File: src/inc/ccoc_pkg.sv
// Constants, types and helpers for the channel output control block
package ccoc_pkg;

	// ****************************************************************
	// Bus geometry
	// ****************************************************************
	localparam int unsigned ADDR_W = 8;
	localparam int unsigned DATA_W = 32;

	// Register byte offsets
	localparam logic [ADDR_W-1:0] OFS_CTRL   = 8'h00;
	localparam logic [ADDR_W-1:0] OFS_STATUS = 8'h04;

	// ****************************************************************
	// Control word field positions
	// ****************************************************************
	localparam int unsigned UF_ACT_HI = 13;
	localparam int unsigned UF_ACT_LO = 12;
	localparam int unsigned OF_ACT_HI = 11;
	localparam int unsigned OF_ACT_LO = 10;
	localparam int unsigned MT_ACT_HI = 9;
	localparam int unsigned MT_ACT_LO = 8;
	localparam int unsigned INIT_BIT  = 4;
	localparam int unsigned INV_BIT   = 2;
	localparam int unsigned MODE_HI   = 1;
	localparam int unsigned MODE_LO   = 0;
	localparam int unsigned BYTE_W    = 8;

	// Writable bits of the control word
	localparam logic [DATA_W-1:0] CTRL_MASK = 32'h0000_3f17;
	localparam logic [DATA_W-1:0] CTRL_RST  = 32'h0000_0000;

	// Status word field positions
	localparam int unsigned ST_LEVEL_BIT = 0;
	localparam int unsigned ST_PIN_BIT   = 1;
	localparam int unsigned ST_RUN_BIT   = 2;
	localparam int unsigned ST_OE_BIT    = 3;

	// ****************************************************************
	// Encodings
	// ****************************************************************
	typedef enum logic [1:0] {
		ACT_NONE   = 2'h0,
		ACT_TOGGLE = 2'h1,
		ACT_CLEAR  = 2'h2,
		ACT_SET    = 2'h3
	} ccoc_act_t;

	typedef enum logic [1:0] {
		MODE_OFF         = 2'h0,
		capture_in_mode  = 2'h1,
		compare_out_mode = 2'h2,
		MODE_PWM         = 2'h3
	} ccoc_mode_t;

	// Channel sequence, Gray coded along off, hold, run
	typedef enum logic [1:0] {
		ST_OFF  = 2'b00,
		ST_HOLD = 2'b01,
		ST_RUN  = 2'b11
	} ccoc_state_t;

	// Applies one output action to the current level
	function automatic logic ccoc_apply(input ccoc_act_t act,
		input logic lvl);
		logic res;
		res = lvl;
		unique case (act)
			ACT_NONE:   res = lvl;
			ACT_TOGGLE: res = ~lvl;
			ACT_CLEAR:  res = 1'b0;
			ACT_SET:    res = 1'b1;
		endcase
		return res;
	endfunction

endpackage

File: src/inc/ccoc_if.sv
// Carrier between the register front end and the output engine
`timescale 1ns/1ns
interface ccoc_if;
	ccoc_pkg::ccoc_act_t  underflow_out_action;
	ccoc_pkg::ccoc_act_t  overflow_out_action;
	ccoc_pkg::ccoc_act_t  match_out_action;
	logic                 out_initial_state;
	ccoc_pkg::ccoc_mode_t mode;
	logic                 underflow;
	logic                 overflow;
	logic                 match;
	logic                 running;
	logic                 level;
	logic                 drive;

	modport ctl (
		output underflow_out_action,
		output overflow_out_action,
		output match_out_action,
		output out_initial_state,
		output mode,
		output underflow,
		output overflow,
		output match,
		output running,
		input  level,
		input  drive
	);

	modport eng (
		input  underflow_out_action,
		input  overflow_out_action,
		input  match_out_action,
		input  out_initial_state,
		input  mode,
		input  underflow,
		input  overflow,
		input  match,
		input  running,
		output level,
		output drive
	);
endinterface

File: src/core/ccoc_engine.sv
// Output level engine of one compare channel
`timescale 1ns/1ns
module ccoc_engine (
	input  wire logic pclk,
	input  wire logic presetn,
	input  wire logic ce,
	ccoc_if.eng       cif
);

	// ****************************************************************
	// State
	// ****************************************************************
	ccoc_pkg::ccoc_state_t state_ff;
	ccoc_pkg::ccoc_state_t nxt_state;
	logic                  level_ff;
	logic                  nxt_level;
	logic                  is_out;

	assign is_out = (cif.mode == ccoc_pkg::compare_out_mode) ||
		(cif.mode == ccoc_pkg::MODE_PWM);
	assign cif.level = level_ff;
	assign cif.drive = (state_ff != ccoc_pkg::ST_OFF);

	// Next state and next output level
	always_comb begin
		nxt_state = state_ff;
		nxt_level = level_ff;
		unique case (state_ff)
			ccoc_pkg::ST_OFF: begin
				nxt_level = 1'b0;
				if (is_out) begin
					nxt_state = ccoc_pkg::ST_HOLD;
				end
			end
			ccoc_pkg::ST_HOLD: begin
				// Stopped level; pwm ignores the initial bit
				if (cif.mode == ccoc_pkg::compare_out_mode) begin
					nxt_level = cif.out_initial_state;
				end else begin
					nxt_level = 1'b0;
				end
				if (!is_out) begin
					nxt_state = ccoc_pkg::ST_OFF;
				end else if (cif.running) begin
					nxt_state = ccoc_pkg::ST_RUN;
				end
			end
			ccoc_pkg::ST_RUN: begin
				// Events applied in order underflow, overflow, match
				if (cif.underflow) begin
					nxt_level = ccoc_pkg::ccoc_apply(
						cif.underflow_out_action, nxt_level);
				end
				if (cif.overflow) begin
					nxt_level = ccoc_pkg::ccoc_apply(
						cif.overflow_out_action, nxt_level);
				end
				if (cif.match) begin
					nxt_level = ccoc_pkg::ccoc_apply(
						cif.match_out_action, nxt_level);
				end
				if (!is_out) begin
					nxt_state = ccoc_pkg::ST_OFF;
					nxt_level = 1'b0;
				end else if (!cif.running) begin
					nxt_state = ccoc_pkg::ST_HOLD;
				end
			end
			default: begin
				nxt_state = ccoc_pkg::ST_OFF;
				nxt_level = 1'b0;
			end
		endcase
	end

	// State registers
	always_ff @(posedge pclk or negedge presetn) begin
		if (!presetn) begin
			state_ff <= ccoc_pkg::ST_OFF;
			level_ff <= 1'b0;
		end else if (ce) begin
			state_ff <= nxt_state;
			level_ff <= nxt_level;
		end
	end

endmodule

File: src/core/ccoc_top.sv
// Compare channel output control with its APB register front end
`timescale 1ns/1ns
module ccoc_top (
	input  wire logic                          pclk,
	input  wire logic                          presetn,
	input  wire logic                          ce,
	input  wire logic                          psel,
	input  wire logic                          penable,
	input  wire logic                          pwrite,
	input  wire logic [ccoc_pkg::ADDR_W-1:0]   paddr,
	input  wire logic [ccoc_pkg::DATA_W-1:0]   pwdata,
	input  wire logic [ccoc_pkg::DATA_W/8-1:0] pstrb,
	output logic      [ccoc_pkg::DATA_W-1:0]   prdata,
	output logic                               pready,
	output logic                               pslverr,
	input  wire logic                          cnt_underflow,
	input  wire logic                          cnt_overflow,
	input  wire logic                          cmp_match,
	input  wire logic                          cnt_running,
	output logic                               cc_out,
	output logic                               cc_out_en
);

	// ****************************************************************
	// Declarations
	// ****************************************************************
	logic [ccoc_pkg::DATA_W-1:0] ctrl_ff;
	logic [ccoc_pkg::DATA_W-1:0] nxt_ctrl;
	logic [ccoc_pkg::DATA_W-1:0] prdata_ff;
	logic [ccoc_pkg::DATA_W-1:0] nxt_prdata;
	logic                        pready_ff;
	logic                        nxt_pready;
	logic                        pslverr_ff;
	logic                        nxt_pslverr;
	logic                        cc_out_ff;
	logic                        nxt_cc_out;
	logic                        cc_out_en_ff;
	logic                        nxt_cc_out_en;
	logic                        setup;
	logic                        access_done;
	logic                        hit_ctrl;
	logic                        hit_status;
	logic [ccoc_pkg::DATA_W-1:0] wr_mask;
	logic [ccoc_pkg::DATA_W-1:0] status_word;
	logic                        out_invert;

	ccoc_if cif ();

	// ****************************************************************
	// Helpers
	// ****************************************************************

	// Expands byte strobes into a bit mask
	function automatic logic [ccoc_pkg::DATA_W-1:0] strb_mask(
		input logic [ccoc_pkg::DATA_W/8-1:0] strb);
		logic [ccoc_pkg::DATA_W-1:0] m;
		m = '0;
		for (int i = 0; i < ccoc_pkg::DATA_W/8; i++) begin
			if (strb[i]) begin
				m[i*ccoc_pkg::BYTE_W +: ccoc_pkg::BYTE_W] = 8'hff;
			end
		end
		return m;
	endfunction

	// Matches an address against a register offset
	function automatic logic addr_hit(
		input logic [ccoc_pkg::ADDR_W-1:0] a,
		input logic [ccoc_pkg::ADDR_W-1:0] ofs);
		return a == ofs;
	endfunction

	// ****************************************************************
	// APB decode
	// ****************************************************************

	// Setup phase and completing access phase
	assign setup       = psel && !penable;
	assign access_done = psel && penable && pready_ff;
	assign hit_ctrl    = addr_hit(paddr, ccoc_pkg::OFS_CTRL);
	assign hit_status  = addr_hit(paddr, ccoc_pkg::OFS_STATUS);
	assign wr_mask     = strb_mask(pstrb) & ccoc_pkg::CTRL_MASK;

	// Live channel state for the status word
	always_comb begin
		status_word = '0;
		status_word[ccoc_pkg::ST_LEVEL_BIT] = cif.level;
		status_word[ccoc_pkg::ST_PIN_BIT]   = cc_out_ff;
		status_word[ccoc_pkg::ST_RUN_BIT]   = cnt_running;
		status_word[ccoc_pkg::ST_OE_BIT]    = cc_out_en_ff;
	end

	// Bus answer: one wait-free access phase after setup
	always_comb begin
		nxt_pready  = 1'b0;
		nxt_pslverr = 1'b0;
		nxt_prdata  = '0;
		if (setup) begin
			nxt_pready  = 1'b1;
			nxt_pslverr = !(hit_ctrl || hit_status);
			if (!pwrite && hit_ctrl) begin
				nxt_prdata = ctrl_ff;
			end else if (!pwrite && hit_status) begin
				nxt_prdata = status_word;
			end
		end
	end

	// Control word update; unused bits never stored
	always_comb begin
		nxt_ctrl = ctrl_ff;
		if (access_done && pwrite && hit_ctrl) begin
			nxt_ctrl = (ctrl_ff & ~wr_mask) | (pwdata & wr_mask);
		end
	end

	// Bus registers
	always_ff @(posedge pclk or negedge presetn) begin
		if (!presetn) begin
			ctrl_ff    <= ccoc_pkg::CTRL_RST;
			prdata_ff  <= '0;
			pready_ff  <= 1'b0;
			pslverr_ff <= 1'b0;
		end else if (ce) begin
			ctrl_ff    <= nxt_ctrl;
			prdata_ff  <= nxt_prdata;
			pready_ff  <= nxt_pready;
			pslverr_ff <= nxt_pslverr;
		end
	end

	assign prdata  = prdata_ff;
	assign pready  = pready_ff;
	assign pslverr = pslverr_ff;

	// ****************************************************************
	// Field fan-out to the engine and the pin stage
	// ****************************************************************

	// Action, initial state, mode and invert fields
	assign cif.underflow_out_action = ccoc_pkg::ccoc_act_t'(
		ctrl_ff[ccoc_pkg::UF_ACT_HI:ccoc_pkg::UF_ACT_LO]);
	assign cif.overflow_out_action = ccoc_pkg::ccoc_act_t'(
		ctrl_ff[ccoc_pkg::OF_ACT_HI:ccoc_pkg::OF_ACT_LO]);
	assign cif.match_out_action = ccoc_pkg::ccoc_act_t'(
		ctrl_ff[ccoc_pkg::MT_ACT_HI:ccoc_pkg::MT_ACT_LO]);
	assign cif.out_initial_state = ctrl_ff[ccoc_pkg::INIT_BIT];
	assign cif.mode = ccoc_pkg::ccoc_mode_t'(
		ctrl_ff[ccoc_pkg::MODE_HI:ccoc_pkg::MODE_LO]);
	assign out_invert = ctrl_ff[ccoc_pkg::INV_BIT];

	// Timer core events, same clock, no synchroniser
	assign cif.underflow = cnt_underflow;
	assign cif.overflow  = cnt_overflow;
	assign cif.match     = cmp_match;
	assign cif.running   = cnt_running;

	// ****************************************************************
	// Output engine
	// ****************************************************************
	ccoc_engine u_engine (
		.pclk    (pclk),
		.presetn (presetn),
		.ce      (ce),
		.cif     (cif.eng)
	);

	// ****************************************************************
	// Pin stage
	// ****************************************************************

	// Inversion only while the channel drives its output
	always_comb begin
		nxt_cc_out_en = cif.drive;
		nxt_cc_out    = 1'b0;
		if (cif.drive) begin
			nxt_cc_out = cif.level ^ out_invert;
		end
	end

	// Pin registers
	always_ff @(posedge pclk or negedge presetn) begin
		if (!presetn) begin
			cc_out_ff    <= 1'b0;
			cc_out_en_ff <= 1'b0;
		end else if (ce) begin
			cc_out_ff    <= nxt_cc_out;
			cc_out_en_ff <= nxt_cc_out_en;
		end
	end

	assign cc_out    = cc_out_ff;
	assign cc_out_en = cc_out_en_ff;

endmodule

File: config.mk
export PLATFORM = sky130hd
export DESIGN_NAME = ccoc_top
export DESIGN_NICKNAME = d
export VERILOG_FILES = /design/src/inc/ccoc_pkg.sv /design/src/inc/ccoc_if.sv /design/src/core/ccoc_engine.sv /design/src/core/ccoc_top.sv
export SDC_FILE = /design/constraint.sdc
export NUM_CORES = 1
export LEC_CHECK = 0
export BUFFER_PORTS_ARGS = -buffer_cell sky130_fd_sc_hd__buf_2
export CAP_MARGIN = 0
export CORE_MARGIN = 2
export CORE_UTILIZATION = 43
export DETAILED_ROUTE_END_ITERATION = 10
export PLACE_DENSITY_LB_ADDON = 0.08
export REMOVE_ABC_BUFFERS = 1
export SYNTH_ARGS = -nofsm -noshare
export SYNTH_HDL_FRONTEND = slang
export SYNTH_SLANG_ARGS = --single-unit
File: constraint.sdc
create_clock -name pclk -period 2 [get_ports pclk]
set_clock_uncertainty 0.2 [all_clocks]
set_input_delay 0.2 -clock pclk [delete_from_list [all_inputs] [get_ports pclk]]
set_output_delay 0.2 -clock pclk [all_outputs]
set_load 0.02 [all_outputs]
# --- Word-level counts from Yosys, hierarchy flattened ---
# Index checks and enable logic that the tools add are counted.
totals:
  ff_bits: 71
  in_bits: 54
  output_inout_bits: 36
  wordCells: 78
op_classes:
  eq_ne: 17
  muxes: 25
  bitwise: 8
  reduce_logical: 20
ops:
  columns: ["op", "n"]
  rows:
  - ["$mux W32", 2]
  - ["$and A32 B14 Y32", 1]
  - ["$and A32 B32 Y32", 1]
  - ["$not A14 Y32", 1]
  - ["$or A32 B32 Y32", 1]
  - ["$eq A2 B2 Y1 const B", 9]
  - ["$pmux W1 S4", 3]
  - ["$mux W1", 10]
  - ["$mux W2", 5]
  - ["$eq A2 B1 Y1 const B", 4]
  - ["$eq A8 B3 Y1 const B", 1]
  - ["$logic_not A2 Y1", 4]
  - ["$logic_not A8 Y1", 1]
  - ["$logic_and A1 B1 Y1", 7]
  - ["$mux W6", 1]
  - ["$ne A3 B3 Y1 const B", 2]
  - ["$pmux W2 S3", 1]
  - ["$mux W5", 1]
  - ["$mux W4", 1]
  - ["$reduce_and A4 Y1", 1]
  - ["$logic_not A1 Y1", 3]
  - ["$not A1 Y1", 3]
  - ["$logic_or A1 B1 Y1", 2]
  - ["$ne A2 B1 Y1 const B", 1]
  - ["4 further kinds", 4]

# --- Longest topological paths before layout ---
# Gate-level depths: netlist (run 1).
logic_depth:
  word_depth: 13
  depth_mapped: 6
  mapped_depth_nobuf: 5

# --- Modules after synthesis ---
# Synthesis (run 1) repeated with hierarchy kept, for this count alone.
hier_totals:
  cells_unflattened: 129
  hier_area_um2: 1463.9
modules_own_cells:
  columns: ["module", "n_inst", "cells_per_inst", "area_per_inst_um2", "seq_area_each_um2"]
  rows:
  - ["ccoc_top", 1, 104, 1252.5, 625.6]
  - ["ccoc_engine", 1, 25, 211.5, 75.1]

# --- Least setup slack after synthesis (run 1) ---
# No wires, ideal clock.
synth_path:
  path_type: "register to register"
  from: "register u_engine.level_ff, in the netlist u_engine.cif.level"
  to: "register u_engine.level_ff, in the netlist u_engine.cif.level"
  setup_time_ps: 131
  arrival_ps: 1243
  required_ps: 1669
  path_slack_ps: 426
  stages_incl_launch_ff: 6
  path_buffers: 0
  period_less_slack_ps: 1574
  cell_sequence: "dfrtp_1 -> a21boi_1 -> o221ai_1 -> mux2i_1 -> nor4b_2 -> nand3b_1"
synth_between:
  elab_chain_cells: 13
synth_lines:
  columns: ["item", "line", "text"]
  rows:
  - ["start, declared", "ccoc_engine.sv:15", "logic level_ff;"]
  - ["start signal, assigned", "ccoc_engine.sv:83", "level_ff <= nxt_level;"]
  - ["$not A1 Y1", "ccoc_pkg.sv:70", "ACT_TOGGLE: res = ~lvl;"]
  - ["$pmux W1 S4", "ccoc_pkg.sv:68", "unique case (act)"]
  - ["$mux W1 *", "ccoc_engine.sv:50", "if (cif.underflow) begin"]
  - ["$mux W1 *", "ccoc_engine.sv:28", "unique case (state_ff)"]
  - ["$not A1 Y1", "ccoc_pkg.sv:70", null]
  - ["$pmux W1 S4", "ccoc_pkg.sv:68", null]
  - ["$mux W1 *", "ccoc_engine.sv:54", "if (cif.overflow) begin"]
  - ["$mux W1 *", "ccoc_engine.sv:28", null]
  - ["$not A1 Y1", "ccoc_pkg.sv:70", null]
  - ["$pmux W1 S4", "ccoc_pkg.sv:68", null]
  - ["$mux W1 *", "ccoc_engine.sv:58", "if (cif.match) begin"]
  - ["$mux W1 *", "ccoc_engine.sv:62", "if (!is_out) begin"]
  - ["$pmux W1 S2 *", "ccoc_engine.sv:28", null]
# Every way passes the cells marked *; elsewhere a longest branch is shown, timed or not. The select of a mux whose other input is x is not followed.
# A chain may end at the register's enable or synchronous reset.

==> metrics list, run 1 <==
* Area growth from synthesis to final layout: 23.89%
- Data required time of the critical path: 2.03 ns
- After synthesis, flip-flops and latches occupy 45.98% of the total area.
* Number of maximum-capacitance violations: 0
- Slack of the worst reg-to-reg path: around 0.3 ns
- Leading cell types in the layout, fill and taps excluded: buf_2 (44), dfrtp_1 (28), conb_1 (21)
- Largest net degree at the start of global routing: 29
- In this run the power spent charging and discharging nets is between 0.2 and 0.3 mW.
* Overall fraction of global-route tracks in use: 14.69%
- Std-Cell Rows: 21
- Leakage: 0.9685 nW
- After synthesis the netlist holds a flip-flop and latch count of 28.
- Remaining DRCs: 0
- Final HPWL from detailed placement: 2.090 mm
- Of the total synthesized cell area, the portion taken by AND, OR, NAND and NOR gates is 14.86%.
- The worst-case IR drop observed on VDD is 0.2625 mV.
- Via count: about 1100
* Fraction of the cycle the final worst path needs: 92.72%
* Clock Tree Root: clkbuf_4
- Worst min path class: in2reg
* CP endpoint kind: flip-flop
* Placement Cell Area: 1712 µm²
* Endpoint of the lowest-slack register-to-register path: u_engine.cif.level
* Cell breakdown of the critical path: dlygate4sd3_1 > buf_2 > and4b_1 > nand3_2 > nor2_4 > nand2_4 > mux2_4
- Die span in y: 63.53 µm
- The startpoint identified for the worst register-to-register timing path is u_engine.cif.level.
* Power consumption: 0.9969 mW
- The first detailed-routing pass took 3 iterations.
* Element type at the critical path start: input port
* Routed length per instance: 11.41 µm
* Initial Util: between 40% and 50%
* Commonest register cell after synthesis: dfrtp_1
- Based on the critical path, the design can be clocked at up to approximately 540 MHz.
* Share of post-route cells with drive strength above 1: 33.50%
* Critical path's slowest cell: dlygate4sd3_1
- After floorplanning, the core was sized to cover 3363 µm².
- Number of endpoints failing setup at the final stage: 0
* Worst-skew pair later-pin latency: 0.33 ns
- Filler cell count: 337
- The path with the worst hold slack has its endpoint at pslverr.
* Routed wire length: approximately 2.8 mm
- Leaving out fill and tap cells, the most frequent cell in the layout is buf_2.
- In this run the number of H-tree levels came out at 1.
* Final-report hold violation count: 0
- Count of different cell masters after synthesis: 35
- Largest family of logic cells by synthesized area: buffers and inverters
* Slew at the pin closest to its max-slew limit: 0.6144 ns
* Sum of overflow across all layers after global routing: 0
- Average instance area after synthesis: approximately 11 µm²
- Counting flops with a built-in enable in the synthesized netlist gives 0.
- Setup repair after global routing missed its margin: false
* Initial antenna violation count: 0
- The first routing iteration left 35 violations.
- Stage delay of the slowest cell on the critical path: 0.54 ns
- Adder-Cell Fraction of Synth Area: 0%
- The worst setup path is of the in2reg kind.
- CTS saw 28 sinks.
- Final cell utilization of the core: between 50% and 60%
- Number of synthesis warnings: 0
- Synth top area cells: dfrtp_1 (46%), buf_4 (10%), mux2_4 (9.9%)
- Of the total synthesized cell area, the portion taken by XOR and XNOR cells is 0.5747%.
* Arrival time of data at the critical path endpoint: 1.89 ns
- Pins Over Slew Limit: 0
- Summed over all nets, wire length on met2 after detailed routing comes to 1.426 mm.
- The number of cells on the worst reg-to-reg path is 5.
- The top cell type by area accounts for 45.98% of the synthesized area.
- Counting flops with an async set or reset pin after synthesis yields a share of 100.0%.
- Antenna diodes: 0
* Final std cell area, no fill: 1888 µm²
- Wire segments on met3 add up to 131 µm in the final route.
- Synthesis produced between 100 and 150 cells.
- Sw frac: 25.90%
- Mapped Area: 1524 µm²
* Die Outline Area: 4036 µm²
* Max-slew headroom at the worst pin: slightly below 60%
- The highest metal layer carrying signal wires in the routed design is met4.
- Status: complete, no violations
* Design internal power: 0.7387 mW
- The number of global-route vias before repair came to 1030.
- For this design the ratio of total power to cell area is between 500 and 600 nW/µm².
- The clock network burns 27.8% of the power.
- Once the clock tree was built, the resizer swapped 0 gates to a different size.
- The clock passes through at most 2 buffers.
- The routed design could run at a clock period as short as 1.854 ns.
- Worst hold slack: 0.007111 ns
- Cell type with the largest total area after synthesis: dfrtp_1
- In the synthesized netlist, mux cells make up 13.22% of the area.
- Counting the buffers created by CTS gives 3.
* Total routed wire length on the met1 layer: 1.234 mm
- Combinational share of power: 14.1%
* Number of nets in the layout: 258
* Critical path fanouts, max: 6
- In the routed layout, each cell is associated on average with a via count of 4.526.
- Proportion of power drawn by flip-flops and latches: 58.1%
- Compound-Gate Fraction of Synth Area: 9.360%
- The first global-routing pass estimated 4.609 mm of wire.
* CTS tree: done
* Hold depth: 5
- Number of primary I/O pins: 90
- The count of nets left with antenna violations once routing finished came out at 0.
- Hold wc startpoint: paddr[3]
- Die Width: 63.53 µm
- Clock slew seen by the registers of the worst setup and hold paths: 0.15 ns
- Final setup TNS: 0 ns
* Number of buffers inserted by port buffering: 44
- Placer's final routability congestion estimate: 0.7781
## repair_timing
action | 4_1_cts | 5_1_grt
endpoints found under the hold margin | 42 | 0
hold buffers | 14 | 0
buffers inserted | 0 | 0
## per-stage QoR
step           worst slack (ns)  instances
4_1_cts                  0.1559        249
3_3_place_gp             0.2777        231
6_report                 0.1456        249
2_1_floorplan            0.4257        139
3_5_place_dp             0.2812        231
5_1_grt                 0.09868        249
## power groups by stage
stage / logic, mW / clock network (mW) / registers (mW)
floorplan: 0.0513 / 0 / 0.596
global placement: 0.120 / 0 / 0.589
detailed placement: 0.121 / 0 / 0.590
CTS: 0.142 / 0.285 / 0.579
global route: 0.154 / 0.307 / 0.580
finish: 0.141 / 0.277 / 0.579
## worst max path at each step
stage | startpoint | endpoint | slack [ns] | cells past startpoint
finish | paddr[2] | flip-flop | 0.15 | 7
global route | paddr[2] | flip-flop | 0.1 | 7
CTS | paddr[2] | flip-flop | 0.16 | 7
detailed placement | paddr[5] | flip-flop | 0.28 | 6
global placement | paddr[1] | flip-flop | 0.28 | 6
floorplan | u_engine.cif.level | u_engine.cif.level | 0.43 | 5
## routing by layer
layer  GRT usage [%]  vias to the layer above
met5               0                        -
met4           6.522                        0
met3           2.321                        5
met2           25.26                       38
met1           18.08                      525
li1                -                      559
## cell families after synthesis
| group | after synthesis |
|---|---|
| DFF | 28 |
| AOI/OAI and AO/OA | 24 |
| other | 1 |
| buffers and inverters | 41 |
| muxes | 15 |
| and+or+nand+nor | 34 |
| xor gates and xnor gates | 1 |
## final cells by class
cell class	instances	area, µm²	area share (%)
multi-input cells	95	658.1	34.86
clock buffers	4	36.28	1.922
repair buffers	60	375.4	19.88
well taps	46	57.56	3.048
flip-flops and latches	28	700.7	37.11
inverters	16	60.06	3.181
## critical path: cells and delay by family
family	cells	cell delay, ns
buf+inv	2	0.71
mux	1	0.31
simple gates	4	0.65
## cells in the mapped netlist (all sizes together) (2+ instances only)
| cell | count |
|---|---|
| a21oi | 2 |
| buf | 22 |
| clkbuf | 3 |
| dfrtp | 28 |
| inv | 16 |
| mux2 | 11 |
| mux2i | 4 |
| nand2 | 15 |
| nand3 | 2 |
| nand3b | 2 |
| nand4 | 2 |
| nor2 | 3 |
| nor2b | 2 |
| nor3 | 2 |
| o21ai | 11 |
| o22ai | 6 |
(Power assumes the default switching activity.)
==> run 2: changes to the inputs <==
Settings changed: CTS_CLUSTER_SIZE set to 20, REMOVE_ABC_BUFFERS 1 to not set.
==> run 2 against run 1 <==
Effect of this change: global-route usage grew 0.56 points; utilization decreased by 0.33 points; maximum frequency up 0.48%; worst hold slack improved by 0.015 ns; non-clock buffer count unchanged; sequential power about the same; sequential share of layout area grew 0.22 points; critical path type unchanged; largest power group unchanged.
==> metrics list, run 2 (same netlist as run 1, synthesis figures left out) <==
- The flow ran to the end, and the final reports show no timing, DRC or antenna violations.
- Largest net degree at the start of global routing: 29
* Number of nets in the layout: 258
* Cell breakdown of the critical path: dlygate4sd3_1 > buf_2 > and4b_1 > nand3_2 > nor2_4 > nand2_4 > mux2_4
- Counting buffers and inverters, the worst setup path is 7 cells deep.
- At the pin with the least slew margin, the transition time is 0.6371 ns.
- Post-layout minimum cycle time: 1.846 ns
* Routed vias/inst: 4.641
- In this run the count of I/O pins placed on the die edge is 90.
* Placed cell count: 230
- Leakage: between 0.9 and 1 nW
- Antenna diodes: 0
- Number of buffers inserted to repair setup after CTS: 0
- The initial antenna violation count was 0.
- CTS tree: done
- Routability-driven placement finished with a final weighted congestion of 0.7339.
- Number of buffers inserted by port buffering: 44
* Total buffers and inverters traversed by the critical path: 2
* Clock slew seen by the registers of the worst setup and hold paths: roughly 0.15 ns
* Maximum root-to-sink buffer count: 2
- Max-slew headroom at the worst pin: 57.52%
- Share of post-route cells with drive strength above 1: 32.67%
* Peak VDD IR: 0.2024 mV
* Final setup TNS: 0 ns
- After detailed routing, the number of remaining DRC violations is 0.
- Final-report hold violation count: 0
- Hold depth: 5
- Critical path fanouts, max: 6
- Core footprint: 3363 µm²
- The die is 63.53 µm wide.
- Compared with the post-synthesis result, the final layout area differs by 23.15%.
* Routed length per instance: 11.59 µm
- On the worst path, the slowest cell contributes a delay of 0.53 ns.
* Via count: approximately 1200
- Number of CTS-inserted buffers: 3
- The pre-antenna-repair detailed-routing pass consisted of 4 iterations.
- CTS sink cnt: 28
- Max Fclk: between 500 and 600 MHz
* Most frequent standard cell in the layout excluding fill and tap cells: buf_2
- Element type at the critical path start: input port
* Depth of the worst register-to-register path: 5
- Die Outline Area: 4036 µm²
- Number of endpoints failing setup at the final stage: 0
- Critical path's slowest cell: dlygate4sd3_1
- Setup repair after global routing left no endpoint under its margin.
* Final HPWL from detailed placement: 2.099 mm
- In this run the clock root is driven by a clkbuf_4.
- The first global-routing pass estimated 4.912 mm of wire.
- By startpoint and endpoint, the worst setup path is classified as in2reg.
* Number of global-route vias before repair: between 1000 and 1500
- Leading cell types in the layout, fill and taps excluded: buf_2 (44), dfrtp_1 (28), conb_1 (21)
- Of the available clock period, the critical path in the final layout requires 92.28%.
- The clock reaches the later pin of the worst-skew pair after 0.33 ns.
- Data on the critical path arrives at its endpoint at 1.88 ns.
- Worst min path class: in2reg
* Number of maximum-capacitance violations: 0
* Overall fraction of global-route tracks in use: 15.26%
- Std-Cell Rows: 21
- For this block, the routed nets add up to 2.875 mm of wire.
- Data required time of the critical path: between 2 and 2.5 ns
- Measured along the y axis, the die boundary spans 63.53 µm.
* Number of levels the H-tree was split into: 1
- Once detail routing completed, the nets flagged for antenna violations numbered 0.
- In this run, the number of DRC markers left after iteration 0 of detailed routing was 30.
- CP endpoint kind: flip-flop
* Pins Over Slew Limit: 0
- The finished layout holds 248 standard cells, fillers aside.
* Sum of overflow across all layers after global routing: 0
* Cell Pwr Density: 512.1 nW/µm²
* Initial Util: 45.31%
* Family with the most delay on the worst path: buffers and inverters
[run 2: worst paths after layout]
kind                                    start  slack, ns                    endpoint
max                                  paddr[2]       0.15                   flip-flop
min                                  paddr[3]       0.02                     pslverr
max reg2reg                u_engine.cif.level       0.27          u_engine.cif.level
min reg2reg                         prdata[4]       0.32                   prdata[4]
max in group asynchronous             presetn       0.98  asynchronous set/reset pin
min in group asynchronous             presetn       0.20                      pready
[run 2: where the power goes]
group	internal, mW	total (mW)	switching, mW	leakage (nW)
combinational	0.0550	0.143	0.0878	0.561
clock	0.0709	0.240	0.169	0.0138
sequential	0.573	0.579	0.00549	0.387
total	0.699	0.961	0.262	0.961
[run 2: routing by layer]
layer	wire length, µm	up-vias	global-route usage (%)	part of all wire (%)
met2	1304	54	23.95	45
met5	0	-	0	0
li1	-	557	-	-
met4	36	0	5.707	1.3
met1	1359	535	21.26	47
met3	174	5	2.321	6.1
[run 2: cell type report]
cell class,count,area [µm²]
Clock buffer,3,22.52
Fill cell,329,1486
Inverter,16,60.06
Multi-Input combinational cell,95,658.1
Sequential cell,28,700.7
Tap cell,46,57.56
Timing Repair Buffer,60,377.9
[run 2: timing repair]
| item | CTS | global route |
|---|---|---|
| hold buffers | 15 | 0 |
| endpoints found under the hold margin | 44 | 0 |
| resized for setup | 0 | 0 |
[run 2: stage by stage]
step / setup WS [ns] / utilization [%] / cell area, µm² / hold slack [ns] / power (mW)
after floorplan: 0.4257 / - / 1599 / -0.2956 / 0.6885
after global placement: 0.2864 / 50.67 / 1704 / 0.04859 / 0.7082
after detailed placement: 0.2240 / 50.67 / 1704 / 0.06841 / 0.7107
after CTS: 0.1404 / 55.80 / 1877 / 0.01863 / 0.9667
after global routing: 0.02832 / 55.80 / 1877 / 0.01538 / 1.002
final: 0.1544 / 55.80 / 1877 / 0.02206 / 0.9612
[run 2: worst min-delay path: cells and delay by family]
kind                   cells  cell delay, ns
AOI/OAI and AO/OA          1            0.07
and+or+nand+nor            3            0.18
buffers and inverters      1            0.07
